<file path="src/inc/tmr_consts.svh">
// What this block does
// - two 16-bit compare registers, reset all ones
// - second register writable only in pulse mode
// - 8-bit control register, fields, resets to zero
// - bit 6 meaning depends on operating mode
// - start control: stop/clear, command, edge selects
// - source clock: fc divisions, fs/8, pin
// - operating mode: timer, window, width, pulse
// - double buffer loads on source tick after high
// - stop power mode clears start control
// - auto-capture copies counter every source tick while counting
`ifndef TMR_CONSTS_SVH
`define TMR_CONSTS_SVH

// ==========================================================
// register byte addresses
`define TMR_ADDR_A_LOW   8'h10
`define TMR_ADDR_A_HIGH  8'h11
`define TMR_ADDR_B_LOW   8'h12
`define TMR_ADDR_B_HIGH  8'h13
`define TMR_ADDR_CTRL    8'h26

// ==========================================================
// reset values
`define TMR_CMP_RESET    16'hffff
`define TMR_CTRL_RESET   8'h00
`define TMR_RDATA_NONE   8'h00

// ==========================================================
// control field positions
`define TMR_FF_BIT       7
`define TMR_OPT_BIT      6
`define TMR_START_HI     5
`define TMR_START_LO     4
`define TMR_SRC_HI       3
`define TMR_SRC_LO       2
`define TMR_MODE_HI      1
`define TMR_MODE_LO      0

// ==========================================================
// divider taps (fc/2^11, fc/2^7, fc/2^3, fs/2^3)
`define TMR_DIV_W        11
`define TMR_TAP_SLOW     11'h7ff
`define TMR_TAP_MID      11'h07f
`define TMR_TAP_FAST     11'h007
`define TMR_FS_W         3
`define TMR_FS_TAP       3'h7
`define TMR_CNT_ONE      16'h0001
`define TMR_CNT_ZERO     16'h0000

`endif

</file>
<file path="src/inc/tmr_pkg.sv">
// ==========================================================
// shared encodings of the timer control fields
package tmr_pkg;

  // operating mode select
  typedef enum logic [1:0] {
    TMR_MODE_TIMER = 2'b00,
    TMR_MODE_WINDOW = 2'b01,
    TMR_MODE_WIDTH = 2'b10,
    TMR_MODE_PULSE = 2'b11
  } tmr_mode_e;

  // start control
  typedef enum logic [1:0] {
    TMR_START_STOP = 2'b00,
    TMR_START_CMD = 2'b01,
    TMR_START_RISE = 2'b10,
    TMR_START_FALL = 2'b11
  } tmr_start_e;

  // source clock select
  typedef enum logic [1:0] {
    TMR_SRC_SLOW = 2'b00,
    TMR_SRC_MID = 2'b01,
    TMR_SRC_FAST = 2'b10,
    TMR_SRC_PIN = 2'b11
  } tmr_src_e;

endpackage : tmr_pkg

</file>
<file path="src/hw/tmr_ctrl.sv">
`timescale 1ns/1ps
`default_nettype none
`include "tmr_consts.svh"

module tmr_ctrl (
  // clock and reset
  input  wire logic        mclk_i,
  input  wire logic        resetn_i,
  // register port
  input  wire logic [7:0]  addr_i,
  input  wire logic [7:0]  wdata_i,
  input  wire logic        wr_i,
  input  wire logic        rd_i,
  output logic      [7:0]  rdata_o,
  // chip level conditions
  input  wire logic        timer_input_pin_i,
  input  wire logic        fs_tick_i,
  input  wire logic        low_speed_divider_option_i,
  input  wire logic        slow_mode_i,
  input  wire logic        stop_mode_enter_i,
  // timer state
  output logic      [15:0] compare_a_o,
  output logic      [15:0] compare_b_o,
  output logic      [15:0] counter_o,
  output logic             source_tick_o,
  output logic             programmable_pulse_output_o
);

  // ==========================================================
  // helpers
  function automatic logic hit(input logic en, input logic [7:0] a, input logic [7:0] ref_a);
    hit = en && (a == ref_a);
  endfunction : hit

  // ==========================================================
  // control register and fields
  logic [7:0]  ctrl_q;
  logic        flipflop_control;
  logic        mode_option;
  logic [1:0]  start_control;
  logic [1:0]  source_clock_select;
  logic [1:0]  operating_mode_select;
  logic        pulse_mode;
  logic        capture_mode;
  logic        auto_capture_enable;
  logic        capture_edge_select;
  logic        trigger_stop_select;
  logic        one_shot_select;
  logic        running;

  // field split
  assign flipflop_control      = ctrl_q[`TMR_FF_BIT];
  assign mode_option           = ctrl_q[`TMR_OPT_BIT];
  assign start_control         = ctrl_q[`TMR_START_HI:`TMR_START_LO];
  assign source_clock_select   = ctrl_q[`TMR_SRC_HI:`TMR_SRC_LO];
  assign operating_mode_select = ctrl_q[`TMR_MODE_HI:`TMR_MODE_LO];

  // mode decode
  assign pulse_mode   = operating_mode_select == tmr_pkg::TMR_MODE_PULSE;
  assign capture_mode = (operating_mode_select == tmr_pkg::TMR_MODE_TIMER) ||
                        (operating_mode_select == tmr_pkg::TMR_MODE_WINDOW);

  // option bit read per mode
  assign auto_capture_enable = mode_option && capture_mode;
  assign capture_edge_select = mode_option && (operating_mode_select == tmr_pkg::TMR_MODE_WIDTH);
  assign trigger_stop_select = mode_option && (operating_mode_select == tmr_pkg::TMR_MODE_TIMER);
  assign one_shot_select     = mode_option && pulse_mode;

  // any start code but stop lets the counter advance
  assign running = start_control != tmr_pkg::TMR_START_STOP;

  // ==========================================================
  // address decode
  logic wr_a_low;
  logic wr_a_high;
  logic wr_b_low;
  logic wr_b_high;
  logic wr_ctrl;

  assign wr_a_low  = hit(wr_i, addr_i, `TMR_ADDR_A_LOW);
  assign wr_a_high = hit(wr_i, addr_i, `TMR_ADDR_A_HIGH);
  assign wr_b_low  = hit(wr_i, addr_i, `TMR_ADDR_B_LOW) && pulse_mode;
  assign wr_b_high = hit(wr_i, addr_i, `TMR_ADDR_B_HIGH) && pulse_mode;
  assign wr_ctrl   = hit(wr_i, addr_i, `TMR_ADDR_CTRL);

  // control register; stop entry overrides a write in the same cycle
  always_ff @(posedge mclk_i or negedge resetn_i) begin
    if (!resetn_i) begin
      ctrl_q <= `TMR_CTRL_RESET;
    end else if (stop_mode_enter_i) begin
      ctrl_q[`TMR_START_HI:`TMR_START_LO] <= tmr_pkg::TMR_START_STOP;
    end else if (wr_ctrl) begin
      ctrl_q <= wdata_i;
    end
  end

  // ==========================================================
  // source clock generation
  logic [`TMR_DIV_W-1:0] div_q;
  logic [`TMR_FS_W-1:0]  fs_div_q;
  logic                  pin_q;
  logic                  pin_rise;
  logic                  pin_fall;
  logic                  pin_edge;
  logic                  use_fs;
  logic                  src_tick;

  // free-running fc divider
  always_ff @(posedge mclk_i or negedge resetn_i) begin
    if (!resetn_i) begin
      div_q <= '0;
    end else begin
      div_q <= div_q + `TMR_DIV_W'(1);
    end
  end

  // fs/2^3 divider on the low-speed enable
  always_ff @(posedge mclk_i or negedge resetn_i) begin
    if (!resetn_i) begin
      fs_div_q <= '0;
    end else if (fs_tick_i) begin
      fs_div_q <= fs_div_q + `TMR_FS_W'(1);
    end
  end

  // pin history for edge detection
  always_ff @(posedge mclk_i or negedge resetn_i) begin
    if (!resetn_i) begin
      pin_q <= 1'b0;
    end else begin
      pin_q <= timer_input_pin_i;
    end
  end

  assign pin_rise = timer_input_pin_i && !pin_q;
  assign pin_fall = !timer_input_pin_i && pin_q;
  // falling start code picks the falling edge, else rising
  assign pin_edge = (start_control == tmr_pkg::TMR_START_FALL) ? pin_fall : pin_rise;
  assign use_fs   = low_speed_divider_option_i || slow_mode_i;

  // source clock select
  always_comb begin
    case (source_clock_select)
      tmr_pkg::TMR_SRC_SLOW: begin
        src_tick = use_fs ? (fs_tick_i && (fs_div_q == `TMR_FS_TAP))
                          : (div_q == `TMR_TAP_SLOW);
      end
      tmr_pkg::TMR_SRC_MID: begin
        src_tick = div_q[6:0] == 7'(`TMR_TAP_MID);
      end
      tmr_pkg::TMR_SRC_FAST: begin
        src_tick = div_q[2:0] == 3'(`TMR_TAP_FAST);
      end
      tmr_pkg::TMR_SRC_PIN: begin
        src_tick = pin_edge;
      end
      default: begin
        src_tick = 1'b0;
      end
    endcase
  end

  // tick is visible for the outside
  always_ff @(posedge mclk_i or negedge resetn_i) begin
    if (!resetn_i) begin
      source_tick_o <= 1'b0;
    end else begin
      source_tick_o <= src_tick;
    end
  end

  // ==========================================================
  // compare a: write buffer and active value
  logic [15:0] buf_a_q;
  logic        pend_a_q;

  // low byte only fills the buffer
  always_ff @(posedge mclk_i or negedge resetn_i) begin
    if (!resetn_i) begin
      buf_a_q <= `TMR_CMP_RESET;
    end else if (wr_a_low) begin
      buf_a_q[7:0] <= wdata_i;
    end else if (wr_a_high) begin
      buf_a_q[15:8] <= wdata_i;
    end
  end

  // high byte arms the load; a new high write wins over the tick
  always_ff @(posedge mclk_i or negedge resetn_i) begin
    if (!resetn_i) begin
      pend_a_q <= 1'b0;
    end else if (wr_a_high) begin
      pend_a_q <= 1'b1;
    end else if (src_tick) begin
      pend_a_q <= 1'b0;
    end
  end

  // active value moves on the first tick after the high byte
  always_ff @(posedge mclk_i or negedge resetn_i) begin
    if (!resetn_i) begin
      compare_a_o <= `TMR_CMP_RESET;
    end else if (pend_a_q && src_tick) begin
      compare_a_o <= buf_a_q;
    end
  end

  // ==========================================================
  // compare/capture b
  logic [15:0] buf_b_q;
  logic        pend_b_q;
  logic        capture_now;

  // auto-capture on every source tick while counting
  assign capture_now = auto_capture_enable && running && src_tick;

  always_ff @(posedge mclk_i or negedge resetn_i) begin
    if (!resetn_i) begin
      buf_b_q <= `TMR_CMP_RESET;
    end else if (wr_b_low) begin
      buf_b_q[7:0] <= wdata_i;
    end else if (wr_b_high) begin
      buf_b_q[15:8] <= wdata_i;
    end
  end

  always_ff @(posedge mclk_i or negedge resetn_i) begin
    if (!resetn_i) begin
      pend_b_q <= 1'b0;
    end else if (wr_b_high) begin
      pend_b_q <= 1'b1;
    end else if (src_tick) begin
      pend_b_q <= 1'b0;
    end
  end

  // buffered load has priority over a capture
  always_ff @(posedge mclk_i or negedge resetn_i) begin
    if (!resetn_i) begin
      compare_b_o <= `TMR_CMP_RESET;
    end else if (pend_b_q && src_tick) begin
      compare_b_o <= buf_b_q;
    end else if (capture_now) begin
      compare_b_o <= counter_o;
    end
  end

  // ==========================================================
  // up-counter: cleared while stopped and on a match with a
  logic cnt_match;

  assign cnt_match = counter_o == compare_a_o;

  always_ff @(posedge mclk_i or negedge resetn_i) begin
    if (!resetn_i) begin
      counter_o <= `TMR_CNT_ZERO;
    end else if (!running) begin
      counter_o <= `TMR_CNT_ZERO;
    end else if (src_tick) begin
      counter_o <= cnt_match ? `TMR_CNT_ZERO : counter_o + `TMR_CNT_ONE;
    end
  end

  // ==========================================================
  // pulse output: preset from flip-flop control while stopped
  always_ff @(posedge mclk_i or negedge resetn_i) begin
    if (!resetn_i) begin
      programmable_pulse_output_o <= 1'b0;
    end else if (!running || !pulse_mode) begin
      programmable_pulse_output_o <= flipflop_control;
    end else if (src_tick && (cnt_match || counter_o == compare_b_o)) begin
      programmable_pulse_output_o <= !programmable_pulse_output_o;
    end
  end

  // ==========================================================
  // read port, data one cycle after the strobe
  always_ff @(posedge mclk_i or negedge resetn_i) begin
    if (!resetn_i) begin
      rdata_o <= `TMR_RDATA_NONE;
    end else if (rd_i) begin
      case (addr_i)
        `TMR_ADDR_A_LOW:  rdata_o <= buf_a_q[7:0];
        `TMR_ADDR_A_HIGH: rdata_o <= buf_a_q[15:8];
        `TMR_ADDR_B_LOW:  rdata_o <= compare_b_o[7:0];
        `TMR_ADDR_B_HIGH: rdata_o <= compare_b_o[15:8];
        `TMR_ADDR_CTRL:   rdata_o <= ctrl_q;
        default:          rdata_o <= `TMR_RDATA_NONE;
      endcase
    end else begin
      rdata_o <= `TMR_RDATA_NONE;
    end
  end

  // ==========================================================
  // checks
  a_ctrl_write: assert property (@(posedge mclk_i) disable iff (!resetn_i)
    wr_ctrl && !stop_mode_enter_i |=> ctrl_q == $past(wdata_i))
    else $error("control write not stored");

  a_stop_clear: assert property (@(posedge mclk_i) disable iff (!resetn_i)
    stop_mode_enter_i |=> start_control == 2'b00 ##1 counter_o == 16'h0000)
    else $error("stop entry did not halt the timer");

  a_b_write_gate: assert property (@(posedge mclk_i) disable iff (!resetn_i)
    hit(wr_i, addr_i, `TMR_ADDR_B_HIGH) && !pulse_mode |=> !$rose(pend_b_q) && $stable(buf_b_q))
    else $error("second register written outside pulse mode");

  a_load_tick: assert property (@(posedge mclk_i) disable iff (!resetn_i)
    pend_a_q && src_tick && !wr_a_high |=> compare_a_o == $past(buf_a_q) && !pend_a_q)
    else $error("buffered value not loaded on source tick");

  a_low_only: assert property (@(posedge mclk_i) disable iff (!resetn_i)
    wr_a_low && !pend_a_q |=> $stable(compare_a_o))
    else $error("low byte alone changed the active value");

  a_capture_copy: assert property (@(posedge mclk_i) disable iff (!resetn_i)
    capture_now && !pend_b_q |=> compare_b_o == $past(counter_o))
    else $error("capture missed the counter value");

  a_stopped_zero: assert property (@(posedge mclk_i) disable iff (!resetn_i)
    !running ##1 !running |-> counter_o == 16'h0000)
    else $error("counter not cleared while stopped");

  a_fast_tick: assert property (@(posedge mclk_i) disable iff (!resetn_i)
    src_tick && source_clock_select == 2'b10 && !wr_ctrl ##1
      (source_clock_select == 2'b10 && !wr_ctrl) [*8] |-> src_tick)
    else $error("fc/8 source tick period wrong");

  a_read_ctrl: assert property (@(posedge mclk_i) disable iff (!resetn_i)
    rd_i && addr_i == `TMR_ADDR_CTRL |=> rdata_o == $past(ctrl_q) ##1 rdata_o == 8'h00 || $past(rd_i))
    else $error("control read data wrong");

  a_b_load_tick: assert property (@(posedge mclk_i) disable iff (!resetn_i)
    pend_b_q && src_tick && !wr_b_high |=> compare_b_o == $past(buf_b_q) && !pend_b_q)
    else $error("second buffered value not loaded on source tick");

  a_pulse_preset: assert property (@(posedge mclk_i) disable iff (!resetn_i)
    !running || !pulse_mode |=> programmable_pulse_output_o == $past(flipflop_control))
    else $error("pulse output not preset from flip-flop control");

endmodule : tmr_ctrl

`default_nettype wire

</file>
<file path="config.mk">
export PLATFORM = sky130hd
export DESIGN_NAME = tmr_ctrl
export DESIGN_NICKNAME = d
export VERILOG_FILES = /design/src/inc/tmr_pkg.sv /design/src/hw/tmr_ctrl.sv
export VERILOG_INCLUDE_DIRS = /design/src /design/src/inc
export SDC_FILE = /design/constraint.sdc
export NUM_CORES = 1
export LEC_CHECK = 0
export BUFFER_PORTS_ARGS = -buffer_cell sky130_fd_sc_hd__buf_4
export CORE_ASPECT_RATIO = 0.75
export CORE_UTILIZATION = 57
export DETAILED_ROUTE_END_ITERATION = 10
export PLACE_DENSITY = 0.8
export SLEW_MARGIN = 40
export SYNTH_ARGS = -nofsm -noshare
export SYNTH_HDL_FRONTEND = slang
export SYNTH_SLANG_ARGS = --single-unit
</file>
<file path="constraint.sdc">
create_clock -name mclk_i -period 2.5 [get_ports mclk_i]
set_input_delay 0.5 -clock mclk_i [delete_from_list [all_inputs] [get_ports mclk_i]]
set_output_delay 0.5 -clock mclk_i [all_outputs]
set_load 0.005 [all_outputs]
</file>
==> results_dict.tcl <==
set metrics [dict create \
    fin_nets 618 \
    drive_gt1_frac 0.463 \
    die_area_sq_mm 0.0104 \
    startpoint_type "flop" \
    hp-class "input pin to async pin" \
    cts_root_buffer "clkbuf_16" \
    end_kind "flop" \
    ys_ff_latch 115 \
    vias 4542 \
    power_frac_seq 0.431 \
    crit_start "counter_o[0]" \
    diodes 0 \
    grt_pass1_wl_um 24500 \
    cp.arrival_ns 2.74 \
    grt_max_degree 116 \
    cts.sinks 115 \
    synthCells 490 \
    clk_pin_slew_worst_paths_ns 0.05 \
    ant_nets 0 \
    avgRoutedWirePerCell_um 21.2 \
    netlist_area_sq_mm 0.00570 \
    fin_skew_ns 0.00843 \
    area_growth_pct 25.0 \
    hold_slack_ns 0.135 \
    io_buffers 82 \
    p_comb_frac 0.059 \
    rsz0062_at_grt "no" \
    htreeDepth 4 \
    synth_area_leader_cell "dfstp_2" \
    die_width_um 117 \
    synth_xor_area_frac 0.0646 \
    ys_seq_area_frac 0.519 \
    clk_path_buf_depth 2 \
    p_leak_nw 3.06 \
    worst_skew_pair.late_latency_ns 0.42 \
    synth_edf_count 0 \
    avgSynthCellArea_sq_um 11.6 \
    yosysTopAreaCellShare 0.295 \
    fin_tns_setup_ns 0 \
    grt.overflow.total 0 \
    critical_path_class "flop to flop" \
    cts_tree "done" \
    place_ws_ns 0.182 \
    cp.required_ns 2.85 \
    die_y_um 88.6 \
    synth_commonest_cells "dfstp_2 (64), mux2_2 (64), dfrtp_1 (51)" \
    tightest_slew_ns 0.611 \
    ys_warn_count 0 \
    muxShareOfSynthArea 0.129 \
    hpwl_um 10500 \
    cp_max_fo 7 \
    peakVddDrop_mv 0.532 \
    clockPowerShare 0.510 \
    antenna_found_initial 0 \
    hold_violations 0 \
    synth_async_sr_flop_share 1.00 \
    routed_wl_um 15600 \
    setup_slack_ns 0.103 \
    grt_pass1_vias 4362 \
    synth_top_family_by_area "simple AND/OR/NAND/NOR gates" \
    min_period_over_period 0.959 \
    powerDensity_mw_per_mm2 639 \
    setup_viol 0 \
    numCtsBuffers 17 \
    swShare 0.216 \
    gp_congestion 0.890 \
    clock.fmax_mhz 417 \
    ys.flop_type "dfstp_2" \
    start_util 0.587 \
    power_mw 4.55 \
    synth.net_count 520 \
    synth_fa_ha_area_frac 0.0110 \
    synth.area.top_cells "dfstp_2 (30%), dfrtp_1 (22%), mux2_2 (13%)" \
    rows 31 \
    drtPass1Iterations 6 \
    drc 0 \
    via_per_inst 6.20 \
    num-fill-cells 658 \
    track_usage 0.318 \
    slew_headroom 0.593 \
    r2r_slack_ns 0.10 \
    synth-simple-area-share 0.141 \
    core_sq_mm 0.00970 \
    period_needed_ns 2.40 \
    power.switching_mw 0.984 \
    pin_count 83 \
    timing.rr.start "counter_o[0]" \
    final-max-slew-violation-count 0 \
    drtIter0Drc 630 \
    ys_types 52 \
    p_int_mw 3.57 \
    status "completed" \
    synth_compound_area_frac 0.110 \
    maxCapViolations 0 \
]
## cell type report
class / instances / area (sq um) / area share
clock inverter: 4 / 47.5 / 0.00668
tap: 132 / 165 / 0.0232
inverter: 4 / 17.5 / 0.00246
timing repair buffer: 105 / 805 / 0.113
sequential: 115 / 2960 / 0.415
multi-input combinational: 345 / 2600 / 0.365
clock buffer: 28 / 527 / 0.0740
## layout by cell type (no fill, tap or decap), types with 3 or more instances in the layout
| cell type | n |
|---|---|
| a22oi_1 | 8 |
| clkbuf_16 | 17 |
| ha_1 | 5 |
| clkbuf_8 | 6 |
| xor2_1 | 3 |
| nor2b_1 | 5 |
| and3_1 | 19 |
| dfstp_2 | 64 |
| buf_4 | 103 |
| nand4_1 | 13 |
| or3_1 | 7 |
| nand3_1 | 12 |
| xnor2_1 | 39 |
| and4_1 | 3 |
| nor2_1 | 33 |
| o2bb2ai_1 | 14 |
| dfrtp_1 | 51 |
| a21oi_1 | 34 |
| a221oi_1 | 8 |
| nand2_1 | 18 |
| or3b_1 | 3 |
| clkbuf_1 | 5 |
| mux2_2 | 64 |
| a31oi_1 | 5 |
| o22ai_1 | 5 |
| inv_1 | 3 |
| o21ai_0 | 17 |
## critical path: stages (launching register included)
cell and delay (ns):
dfrtp_1 0.53, ha_1 0.28, nand3_1 0.17, or2_2 0.38, nor3_1 0.38, nand3_1 0.12
or3_1 0.32, a21oi_1 0.14
## path summary, 6_finish.rpt
kind | endpoint | cells past startpoint
setup / recovery | counter_o[14] | 7
hold / removal | ctrl_q[7] | 2
setup reg to reg | counter_o[14] | 7
hold reg to reg | div_q[9] | 1
max in group asynchronous | div_q[1] | 2
min in group mclk_i | pin_q | 1
## timing repair
item / CTS / global route
endpoints found under the setup margin: 0 / 1
setup buffers: 0 / 3
endpoints found under the hold margin: 0 / 0
gates resized for setup: 0 / 2
hold buffers: 0 / 0
## power by group through the flow
stage                     combinational, mW  sequential (mW)  clock (mW)
final                                 0.270             1.96        2.32
after global routing                  0.304             1.96        2.42
after CTS                             0.265             1.96        2.33
after detailed placement              0.265             1.98           0
after global placement                0.253             1.98           0
after floorplan                       0.136             1.98           0
## registers in the layout, summed over array words and instances, names as in the netlist, 3 cells and up
signal       flops
compare_b_o     16
counter_o       16
compare_a_o     16
buf_a_q         16
rdata_o          8
fs_div_q         3
ctrl_q           8
buf_b_q         16
div_q           11
## stage by stage
stage               utilization  instances  instance area, sq um
detailed placement        0.672        698                  6510
CTS                       0.731        730                  7090
finish                    0.734        733                  7120
floorplan                     -        490                  5700
global placement          0.672        698                  6510
global route              0.734        733                  7120
## cell families after synthesis
logic type	after synthesis
buf+inv	30
fa+ha+maj	5
flops	115
simple gates	136
mux	65
xor+xnor	42
compound gates	97
## per-layer routing
layer | global-route usage | share of wire
met1 | 0.438 | 0.42
met2 | 0.488 | 0.46
met3 | 0.0760 | 0.095
met4 | 0.136 | 0.017
met5 | 0 | 0
Power figures use the tool's default switching activity.
